===== src/rtl/tap_pkg.sv =====
// constants and types shared by the test access port design
package tap_pkg;
	// tap controller states, standard sixteen-state machine
	typedef enum logic [3:0] {
		st_reset, st_idle, st_sel_dr, st_cap_dr, st_shift_dr, st_ex1_dr, st_pause_dr, st_ex2_dr, st_upd_dr,
		st_sel_ir, st_cap_ir, st_shift_ir, st_ex1_ir, st_pause_ir, st_ex2_ir, st_upd_ir
	} tap_state_t;
	// instruction register width and codes
	localparam int ir_w = 4;
	localparam logic [3:0] ir_capture_val = 4'h1;
	localparam logic [3:0] ir_bypass = 4'hf;
	localparam logic [3:0] ir_idcode = 4'h2;
	localparam logic [3:0] ir_pull = 4'h3;
	localparam logic [3:0] ir_emu_event = 4'h4;
	localparam logic [3:0] ir_reset_val = 4'hf;
	// identification word, value is arbitrary
	localparam logic [31:0] idcode_val = 32'h0000_0001;
	// pull-inhibit control bits: tck, tms, tdi, emulator_tap_select_pin, emulator_event_pin_1
	localparam int pull_w = 5;
	localparam logic [4:0] pull_reset_val = 5'h00;
	// emulator event control bits: [0] drive enable, [1] drive value
	localparam int emu_w = 2;
	localparam int emu_oe_bit = 0;
	localparam int emu_val_bit = 1;
	localparam logic [1:0] emu_reset_val = 2'h0;
endpackage


===== src/rtl/jtag_emulation_test_port.sv =====
// test and emulation access port, sampled on mclk
`timescale 1ns/1ps
// How it works
// tdo updates only on test clock falls
// tdo released except while shifting
// tdi sampled on test clock rise
// tms steers tap on rising edges
// tester supplies free-running test clock; emu_model toggles tck only in its clk task, parked low between
// test reset high enables test logic
// test reset low ignores all test inputs
// tester pulses test reset low once; the bench pulses trst_n low twice, once near the end of each scan loop pass
// event pin one is bidirectional interrupt
// pull-inhibit register gates pin pulls
// tap select latched at test reset rise
// sixteen-state tap, reset while trst low
module jtag_emulation_test_port
(
	input wire logic mclk,
	input wire logic arst_n,
	input wire logic tck,
	input wire logic tms,
	input wire logic tdi,
	input wire logic trst_n,
	output logic tdo_o,
	output logic tdo_oe_n,
	input wire logic emulator_tap_select_pin_i,
	input wire logic emulator_event_pin_1_i,
	output logic emulator_event_pin_1_o,
	output logic emulator_event_pin_1_oe_n,
	output logic emu_event_in,
	input wire logic emu_event_out,
	output logic emulation_tap_sel,
	output logic test_active,
	output logic [tap_pkg::pull_w-1:0] pull_inhibit_control
);
	import tap_pkg::*;

	// synchronised pins
	logic tck_rise, tck_fall; // only the test clock edges are used
	logic tms_s, tdi_s, trst_s, trst_rise, sel_s, evt_s;
	pin_sync u_tck (.mclk(mclk), .arst_n(arst_n), .pin(tck), .level(), .rise(tck_rise), .fall(tck_fall));
	pin_sync u_tms (.mclk(mclk), .arst_n(arst_n), .pin(tms), .level(tms_s), .rise(), .fall());
	pin_sync u_tdi (.mclk(mclk), .arst_n(arst_n), .pin(tdi), .level(tdi_s), .rise(), .fall());
	pin_sync u_trst (.mclk(mclk), .arst_n(arst_n), .pin(trst_n), .level(trst_s), .rise(trst_rise), .fall());
	pin_sync u_sel (.mclk(mclk), .arst_n(arst_n), .pin(emulator_tap_select_pin_i), .level(sel_s), .rise(),
		.fall());
	pin_sync u_evt (.mclk(mclk), .arst_n(arst_n), .pin(emulator_event_pin_1_i), .level(evt_s), .rise(),
		.fall());

	tap_state_t state_q, state_d; // tap controller
	logic [ir_w-1:0] ir_sh_q, ir_q; // instruction shift and hold
	logic [31:0] dr_sh_q; // data shift chain
	logic [pull_w-1:0] pull_q; // pull-inhibit control
	logic [emu_w-1:0] emu_q; // emulator event control
	logic tdo_q, tdo_oe_n_q, sel_q, evt_o_q, evt_oe_n_q, evt_in_q, active_q;

	// next tap state from tms, standard graph
	function automatic tap_state_t tap_next(input tap_state_t s, input logic m);
		case (s)
			st_reset: tap_next = m ? st_reset : st_idle;
			st_idle: tap_next = m ? st_sel_dr : st_idle;
			st_sel_dr: tap_next = m ? st_sel_ir : st_cap_dr;
			st_cap_dr: tap_next = m ? st_ex1_dr : st_shift_dr;
			st_shift_dr: tap_next = m ? st_ex1_dr : st_shift_dr;
			st_ex1_dr: tap_next = m ? st_upd_dr : st_pause_dr;
			st_pause_dr: tap_next = m ? st_ex2_dr : st_pause_dr;
			st_ex2_dr: tap_next = m ? st_upd_dr : st_shift_dr;
			st_upd_dr: tap_next = m ? st_sel_dr : st_idle;
			st_sel_ir: tap_next = m ? st_reset : st_cap_ir;
			st_cap_ir: tap_next = m ? st_ex1_ir : st_shift_ir;
			st_shift_ir: tap_next = m ? st_ex1_ir : st_shift_ir;
			st_ex1_ir: tap_next = m ? st_upd_ir : st_pause_ir;
			st_pause_ir: tap_next = m ? st_ex2_ir : st_pause_ir;
			st_ex2_ir: tap_next = m ? st_upd_ir : st_shift_ir;
			st_upd_ir: tap_next = m ? st_sel_dr : st_idle;
			default: tap_next = st_reset;
		endcase
	endfunction

	// decode of current state and instruction
	wire test_on = trst_s;
	wire shift_dr = (state_q == st_shift_dr);
	wire shift_ir = (state_q == st_shift_ir);
	wire scanning = shift_dr | shift_ir;
	wire is_pull = (ir_q == ir_pull);
	wire is_emu = (ir_q == ir_emu_event);
	wire is_id = (ir_q == ir_idcode);
	// any other code falls through to the one-bit bypass chain
	// tail bit of the selected data register
	wire dr_tail = dr_sh_q[0]; // every chain empties from bit zero
	wire tdo_bit = shift_ir ? ir_sh_q[0] : dr_tail;
	// shift-in position depends on register length
	wire [31:0] dr_shifted = is_id ? {tdi_s, dr_sh_q[31:1]} :
		is_pull ? {27'h0, tdi_s, dr_sh_q[pull_w-1:1]} :
		is_emu ? {30'h0, tdi_s, dr_sh_q[emu_w-1:1]} : {31'h0, tdi_s};
	wire [31:0] dr_capture = is_id ? idcode_val : is_pull ? {27'h0, pull_q} :
		is_emu ? {30'h0, evt_s, emu_q[emu_oe_bit]} : 32'h0;

	always_comb
	begin
		state_d = test_on ? tap_next(state_q, tms_s) : st_reset;
	end

	// tap state and registers advance on test clock rise
	always_ff @(posedge mclk or negedge arst_n)
	begin
		if (!arst_n)
			state_q <= st_reset;
		else if (!test_on)
			state_q <= st_reset;
		else if (tck_rise)
			state_q <= state_d;
	end

	// instruction shift and update
	always_ff @(posedge mclk or negedge arst_n)
	begin
		if (!arst_n)
		begin
			ir_sh_q <= ir_capture_val;
			ir_q <= ir_reset_val;
		end
		else if (!test_on || state_q == st_reset)
			ir_q <= ir_reset_val;
		else if (tck_rise)
		begin
			if (state_q == st_cap_ir)
				ir_sh_q <= ir_capture_val;
			else if (shift_ir)
				ir_sh_q <= {tdi_s, ir_sh_q[ir_w-1:1]};
			else if (state_q == st_upd_ir)
				ir_q <= ir_sh_q;
		end
	end

	// data chain capture and shift
	always_ff @(posedge mclk or negedge arst_n)
	begin
		if (!arst_n)
			dr_sh_q <= 32'h0;
		else if (test_on && tck_rise)
		begin
			if (state_q == st_cap_dr)
				dr_sh_q <= dr_capture;
			else if (shift_dr)
				dr_sh_q <= dr_shifted;
		end
	end

	// pull-inhibit and event control update
	always_ff @(posedge mclk or negedge arst_n)
	begin
		if (!arst_n)
		begin
			pull_q <= pull_reset_val;
			emu_q <= emu_reset_val;
		end
		else if (test_on && tck_rise && state_q == st_upd_dr)
		begin
			if (is_pull)
				pull_q <= dr_sh_q[pull_w-1:0];
			if (is_emu)
				emu_q <= dr_sh_q[emu_w-1:0];
		end
	end

	// tdo changes on test clock fall only
	always_ff @(posedge mclk or negedge arst_n)
	begin
		if (!arst_n)
		begin
			tdo_q <= 1'b0;
			tdo_oe_n_q <= 1'b1;
		end
		else if (!test_on)
			tdo_oe_n_q <= 1'b1;
		else if (tck_fall)
		begin
			tdo_q <= tdo_bit;
			tdo_oe_n_q <= ~scanning;
		end
	end

	// tap select latched when test reset rises
	always_ff @(posedge mclk or negedge arst_n)
	begin
		if (!arst_n)
			sel_q <= 1'b0;
		else if (trst_rise)
			sel_q <= sel_s;
	end

	// event pin one: drive or sense per emulation control
	always_ff @(posedge mclk or negedge arst_n)
	begin
		if (!arst_n)
		begin
			evt_o_q <= 1'b0;
			evt_oe_n_q <= 1'b1;
			evt_in_q <= 1'b0;
			active_q <= 1'b0;
		end
		else
		begin
			evt_o_q <= emu_q[emu_val_bit] | emu_event_out;
			evt_oe_n_q <= ~(test_on & emu_q[emu_oe_bit]);
			evt_in_q <= evt_s & ~emu_q[emu_oe_bit];
			active_q <= test_on;
		end
	end

	assign tdo_o = tdo_q;
	assign tdo_oe_n = tdo_oe_n_q;
	assign emulator_event_pin_1_o = evt_o_q;
	assign emulator_event_pin_1_oe_n = evt_oe_n_q;
	assign emu_event_in = evt_in_q;
	assign emulation_tap_sel = sel_q;
	assign test_active = active_q;
	assign pull_inhibit_control = pull_q;
endmodule


===== src/rtl/pin_sync.sv =====
// two-flop synchroniser with edge detection for pins from outside mclk
`timescale 1ns/1ps
module pin_sync
(
	input wire logic mclk,
	input wire logic arst_n,
	input wire logic pin,
	output logic level,
	output logic rise,
	output logic fall
);
	logic meta_q; // first stage, read only by second
	logic sync_q; // second stage
	logic last_q; // previous synced level

	// two-stage synchroniser plus history flop
	always_ff @(posedge mclk or negedge arst_n)
	begin
		if (!arst_n)
		begin
			meta_q <= 1'b0;
			sync_q <= 1'b0;
			last_q <= 1'b0;
		end
		else
		begin
			meta_q <= pin;
			sync_q <= meta_q;
			last_q <= sync_q;
		end
	end

	assign level = sync_q;
	assign rise = sync_q & ~last_q; // edge seen on synced level
	assign fall = ~sync_q & last_q;
endmodule


===== config.mk =====
export PLATFORM = sky130hd
export DESIGN_NAME = jtag_emulation_test_port
export DESIGN_NICKNAME = d
export VERILOG_FILES = /design/src/rtl/tap_pkg.sv /design/src/rtl/jtag_emulation_test_port.sv /design/src/rtl/pin_sync.sv
export SDC_FILE = /design/constraint.sdc
export NUM_CORES = 1
export LEC_CHECK = 0
export BUFFER_PORTS_ARGS = -buffer_cell sky130_fd_sc_hd__buf_2
export CAP_MARGIN = 10
export CORE_MARGIN = 2
export CORE_UTILIZATION = 64
export CTS_CLUSTER_SIZE = 28
export DETAILED_ROUTE_END_ITERATION = 16
export GPL_TIMING_DRIVEN = 0
export PLACE_DENSITY = 0.84
export SETUP_SLACK_MARGIN = 0.1
export SLEW_MARGIN = 10
export SYNTH_ARGS = -nofsm -noshare
export SYNTH_HDL_FRONTEND = slang
export SYNTH_HIERARCHICAL = 1
export SYNTH_SLANG_ARGS = --single-unit

===== constraint.sdc =====
create_clock -name mclk -period 3.4 [get_ports mclk]
set_clock_uncertainty 0.1 [all_clocks]
set_input_delay 0.34 -clock mclk [delete_from_list [all_inputs] [get_ports mclk]]
set_output_delay 0.34 -clock mclk [all_outputs]
set_load 0.005 [all_outputs]

==> out/results.txt, run 1 <==
CTS Buf Count: 9
Switching part of the total: 21.9%
Clock buffer depth: 2
Status: completed
Row cnt: 24
Final hold viol count: 0
Worst R2R Path Depth: 6
CP Capture Type: register
Post-CTS Resized: 0
Layout cells sized above 1: 20.9%
Die X: 72.3 um
Height of the chip: 72.3 um
CTS Sinks: 72
Worst-Skew Late Latency: 0.34 ns
Comb pwr share: 5.3%
Core Area: 4410 um^2
CTS tree: yes
Reg clk slew, reported paths: 0.07 ns
Vias per cell: 6.05
Worst flop-to-flop path startpoint: u_tck/level$_DFF_PN0_
Maximum VDD drop: 549 uV
Initial core utilization: 67.7%
Fill cell count: 291
Reg2reg end: dr_sh_q[11]$_DFFE_PN0P_
Largest net degree at the start of global routing: 46
Worst setup SP type: register
Pins Over Slew Limit: 0
Clk pwr share: 40.0%
Final Setup Violations: 0
# DRC: 0
Max_slew headroom: 61.4%
Critical Path RT: 3.57 ns
Antenna Cells: 0
Unrepaired setup endpoints after global routing: false
IO Pins: 21
Period utilization: 72.4%
Drt total wl: 5.58 mm
Antenna viol nets, final: 0
Placer Congestion: 0.914
Die ar.: 5230 um^2
Synthesized instance count: 251
Pleak: 0.00155 uW
Int Power: 1270 uW
Worst endpoint data arrival time: 2.63 ns
Via count: 2,082
Hold Path End: u_evt/meta_q$_DFF_PN0_
All-Layer GR Usage: 24.6%
Post-detailed-route wirelength per cell: 16.2 um
Synthesis warning total: 6
Vias in the first global route: 2,021
Antenna violations before repair: 0
Syn Nets: 260
Cell Area, Synth: 2990 um^2
DR iter-0 viols: 205
Minimum clock period: 2.46 ns
Hold Path Class: input pin to register
First-pass iteration count of the detailed router: 5
Layout Nets: 296
Critical path class: register to register
IO Port Bufs: 20
Fin util: 77.2%
R2R Setup Slk: 0.94 ns
Final HPWL DP: 3.60 mm
H-tree Lvls: 3
Worst Hold Depth: 1
First-pass GRT wire length: 9.68 mm
Fraction of power consumed by sequential logic: 54.8%
Root Driver: clkbuf_8
GRT overflow: 0
Sw power: 354 uW
Setup_tns: 0 ns
Min-delay src: emulator_event_pin_1_i
Tightest Pin Transition: 0.575 ns
Worst Path Max Fanout: 10
Syn Area/Cell: 11.9 um^2
Number of max-cap violations: 0
Power Dens Cells: 476 nW/um^2
Layout area overhead: 14.0%
Max Freq: 0.406 GHz
==> area by class of cell <==
class,count,area [um^2],share of cell area [%]
well taps,52,65.1,1.91
repair buffers,25,163,4.77
flip-flops and latches,72,1810,53.1
plain buffers,20,95.1,2.79
inverters,7,26.3,0.771
clock buffers,12,145,4.26
clock inverters,4,45.0,1.32
multi-input cells,152,1060,31.0
==> worst max path at each step <==
stage,startpoint,end
after floorplan,state_q[1]$_DFFE_PN0P_,dr_sh_q[10]$_DFFE_PN0P_
after global placement,u_tck/level$_DFF_PN0_,dr_sh_q[11]$_DFFE_PN0P_
after detailed placement,u_tck/level$_DFF_PN0_,dr_sh_q[11]$_DFFE_PN0P_
after CTS,u_tck/level$_DFF_PN0_,dr_sh_q[11]$_DFFE_PN0P_
after global routing,u_tck/level$_DFF_PN0_,dr_sh_q[11]$_DFFE_PN0P_
final,u_tck/level$_DFF_PN0_,dr_sh_q[11]$_DFFE_PN0P_
==> flip-flops by register name, summed over array words and instances, names as in the netlist, 2 cells and up <==
register / count
dr_sh_q: 32
emu_q: 2
ir_q: 4
ir_sh_q: 4
pull_inhibit_control: 5
state_q: 4
==> through the flow <==
| stage | worst slack, ns | cell area, um^2 | total power [uW] | instances | hold slack (ns) |
|---|---|---|---|---|---|
| floorplan | 1.32 | 2990 | 942 | 251 | -0.0556 |
| global placement | 1.02 | 3150 | 979 | 323 | 0.232 |
| detailed placement | 1.01 | 3180 | 984 | 324 | 0.173 |
| CTS | 0.948 | 3380 | 1630 | 341 | 0.000917 |
| global route | 0.710 | 3410 | 1680 | 344 | 0.00245 |
| finish | 0.940 | 3410 | 1620 | 344 | 0.00782 |
==> power groups by stage <==
stage                     sequential, uW  clock, uW  combinational, uW
after floorplan                      900          0               41.2
after global placement               902          0               76.3
after detailed placement             903          0               81.0
after CTS                            888        658               83.4
after global routing                 890        689               97.0
final                                888        648               85.1
==> layer usage <==
metal | GRT usage (%) | vias to the layer above | share of wire [%]
met1 | 36.4 | 1015 | 47
li1 | - | 986 | -
met5 | 0 | - | 0
met4 | 11.5 | 0 | 2.3
met3 | 4.44 | 12 | 4.9
met2 | 35.7 | 69 | 46
==> worst max-delay path: stages (launching register included) <==
cell,delay [ns]
dfrtp_1,0.37
nor2b_1,0.44
nand2_1,0.24
a211o_1,0.32
nor4_4,0.56
buf_6,0.22
a22o_1,0.14
==> cells in the final DEF (no fill, tap or decap), types with 3 or more instances in the layout <==
cell           instances
a21oi_1                6
a22o_1                31
a31oi_1                4
buf_2                 20
clkbuf_1              16
clkbuf_8              10
clkinv_2               3
dfrtp_1               65
dfstp_2                7
dlygate4sd3_1          4
inv_1                  7
mux2_2                 7
mux2i_1                5
nand2_1               22
nand2b_1               3
nand3_1               12
nand3b_1               3
nor2_1                 3
nor2b_1                9
o21ai_0               16
==> timing repair <==
action,4_1_cts,5_1_grt
buffers inserted,0,0
hold buffers,1,3
setup endpoints to repair,0,0
hold endpoints to repair,25,3
(Power assumes the default switching activity.)
==> inputs of run 2 (changes only) <==
--- a/config.mk
+++ b/config.mk
@@ -5,14 +5,15 @@
 export SDC_FILE = /design/constraint.sdc
 export NUM_CORES = 1
 export LEC_CHECK = 0
+export ABC_AREA = 1
 export BUFFER_PORTS_ARGS = -buffer_cell sky130_fd_sc_hd__buf_2
 export CAP_MARGIN = 10
 export CORE_MARGIN = 2
-export CORE_UTILIZATION = 64
+export CORE_UTILIZATION = 60
 export CTS_CLUSTER_SIZE = 28
 export DETAILED_ROUTE_END_ITERATION = 16
 export GPL_TIMING_DRIVEN = 0
-export PLACE_DENSITY = 0.84
+export PLACE_DENSITY = 0.79
 export SETUP_SLACK_MARGIN = 0.1
 export SLEW_MARGIN = 10
 export SYNTH_ARGS = -nofsm -noshare
==> constraint.sdc (replaced) <==
create_clock -name mclk -period 2.4 [get_ports mclk]
set_clock_uncertainty 0.1 [all_clocks]
set_input_delay 0.24 -clock mclk [delete_from_list [all_inputs] [get_ports mclk]]
set_output_delay 0.24 -clock mclk [all_outputs]
set_load 0.005 [all_outputs]
==> out/results.txt, run 2 <==
Pins Over Slew Limit: 0 (unchanged)
IO Pins: 21 (unchanged)
Period utilization: 73.4% (was 72.4%)
H-tree Lvls: 3 (unchanged)
Synthesis warning total: 6 (unchanged)
Worst setup SP type: register (unchanged)
Hold Path Class: input pin to async pin (was input pin to register)
Most flop-heavy register: dr_sh_q (unchanged)
Worst Path Max Fanout: 10 (unchanged)
Die X: 76.1 um (was 72.3 um)
Height of the chip: 76.1 um (was 72.3 um)
Maximum VDD drop: 424 uV (was 549 uV)
First-pass GRT wire length: 10.3 mm (was 9.68 mm)
Most frequent cells in the layout: 91 x nand2_1, 65 x dfrtp_1, 54 x nand3_1, 29 x o21ai_1, 24 x inv_1 (was 65 x dfrtp_1, 31 x a22o_1, 22 x nand2_1, 20 x buf_2)
GRT overflow: 0 (unchanged)
Minimum clock period: 1.76 ns (was 2.46 ns)
Vias per cell: 5.45 (was 6.05)
Syn Area/Cell: 8.97 um^2 (was 11.9 um^2)
Power Dens Cells: 633 nW/um^2 (was 476 nW/um^2)
Core Area: 5070 um^2 (was 4410 um^2)
Final Setup Violations: 0 (unchanged)
Max Freq: 0.567 GHz (was 0.406 GHz)
Worst endpoint data arrival time: 1.90 ns (was 2.63 ns)
All-Layer GR Usage: 22.7% (was 24.6%)
Max reg flops: 32 (unchanged)
DR iter-0 viols: 254 (was 205)
Tightest Pin Transition: 0.474 ns (was 0.575 ns)
Drt total wl: 6.18 mm (was 5.58 mm)
Setup_tns: 0 ns (unchanged)
Synthesized instance count: 348 (was 251)
Pleak: 0.00169 uW (was 0.00155 uW)
IO Port Bufs: 20 (unchanged)
Fill cell count: 404 (was 291)
Critical path class: register to register (unchanged)
Reg area: 1810 um^2 (unchanged)
Root Driver: clkbuf_8 (unchanged)
Largest net degree at the start of global routing: 53 (was 46)
First-pass iteration count of the detailed router: 5 (unchanged)
Critical Path RT: 2.53 ns (was 3.57 ns)
Final hold viol count: 0 (unchanged)
Worst-Skew Late Latency: 0.36 ns (was 0.34 ns)
CTS Buf Count: 9 (unchanged)
Initial core utilization: 61.5% (was 67.7%)
Final setup margin: 0.637 ns (was 0.940 ns)
Final HPWL DP: 4.20 mm (was 3.60 mm)
CTS tree: yes (unchanged)
Post-detailed-route wirelength per cell: 13.3 um (was 16.2 um)
Syn Nets: 357 (was 260)
Via count: 2,522 (was 2,082)
Die ar.: 5800 um^2 (was 5230 um^2)
Layout area overhead: 15.9% (was 14.0%)
Clock buffer depth: 2 (unchanged)
Commonest non-fill, non-tap cell in the layout: nand2_1 (was dfrtp_1)
# DRC: 0 (unchanged)
Row cnt: 26 (was 24)
Placer Congestion: 0.874 (was 0.914)
Number of max-cap violations: 0 (unchanged)
Antenna viol nets, final: 0 (unchanged)
Cell Area, Synth: 3120 um^2 (was 2990 um^2)
Status: completed (unchanged)
Reg clk slew, reported paths: 0.08 ns (was 0.07 ns)
CP Capture Type: register (unchanged)
CTS Sinks: 72 (unchanged)
Layout cells sized above 1: 17.0% (was 20.9%)
Post-CTS Setup Bufs: 0 (unchanged)
Max_slew headroom: 68.4% (was 61.4%)
Layout Nets: 397 (was 296)
Unrepaired setup endpoints after global routing: false (unchanged)
Vias in the first global route: 2,316 (was 2,021)
Placement Setup Slack: 0.667 ns (was 1.01 ns)
Antenna violations before repair: 0 (unchanged)
Antenna Cells: 0 (unchanged)
Area of the multi-input gates: 1130 um^2 (was 1060 um^2)
==> run 2: final cells by class <==
cell class                 count  area share [%]
buffer                        11            2.04
inverter                      28            3.04
tap                           70            2.42
sequential                    72            50.1
clock buffer                  11            3.91
timing repair buffer          29            5.81
multi-input combinational    237            31.2
clock inverter                 5            1.56
==> run 2: per-stage QoR <==
step	std cells	hold WS [ns]	cell area, um^2	util (%)	power (uW)
finish	463	0.215	3620	71.3	2290
global route	463	0.246	3620	71.3	2370
CTS	463	0.216	3620	71.3	2310
detailed placement	439	0.0478	3340	65.8	1350
global placement	438	0.232	3310	65.2	1340
floorplan	348	-0.156	3120	-	1300
==> run 2: timing repair <==
item,4_1_cts,5_1_grt
resized for setup,0,0
endpoints found under the hold margin,50,0
setup endpoints to repair,0,0
hold buffers,8,0
==> run 2: path summary, 6_finish.rpt <==
kind / start / endpoint / slack [ns] / cells after the start
worst max-delay path: u_tck/level$_DFF_PN0_ / dr_sh_q[31]$_DFFE_PN0P_ / 0.64 / 9
worst min-delay path: arst_n / state_q[0]$_DFFE_PN0P_ / 0.22 / 2
worst max register to register: u_tck/level$_DFF_PN0_ / dr_sh_q[31]$_DFFE_PN0P_ / 0.64 / 9
worst min register to register: u_evt/meta_q$_DFF_PN0_ / u_evt/level$_DFF_PN0_ / 0.25 / 0
max in group asynchronous: arst_n / ir_q[0]$_DFFE_PN1P_ / 1.41 / 3
min in group mclk: u_evt/meta_q$_DFF_PN0_ / u_evt/level$_DFF_PN0_ / 0.25 / 0
==> run 2: worst max-delay path, stage by stage (launching register included) <==
cell	delay (ns)
dfrtp_1	0.37
inv_1	0.05
nor2_1	0.24
nand2_1	0.20
inv_1	0.12
nand2_1	0.12
buf_6	0.18
buf_6	0.14
nand2_1	0.06
o31ai_1	0.07
==> run 2: where the power goes <==
part	switching, uW	internal (uW)	total [uW]
registers	13.5	1240	1250
logic	51.7	35.9	87.6
clock network	446	506	952
total	511	1780	2290
==> run 2: metal layers <==
layer	wire, um	GRT usage [%]	vias up
met3	385	6.52	8
met5	0	0	-
met4	98	10.0	0
met2	2840	34.9	94
met1	2860	30.3	1185
li1	-	-	1235
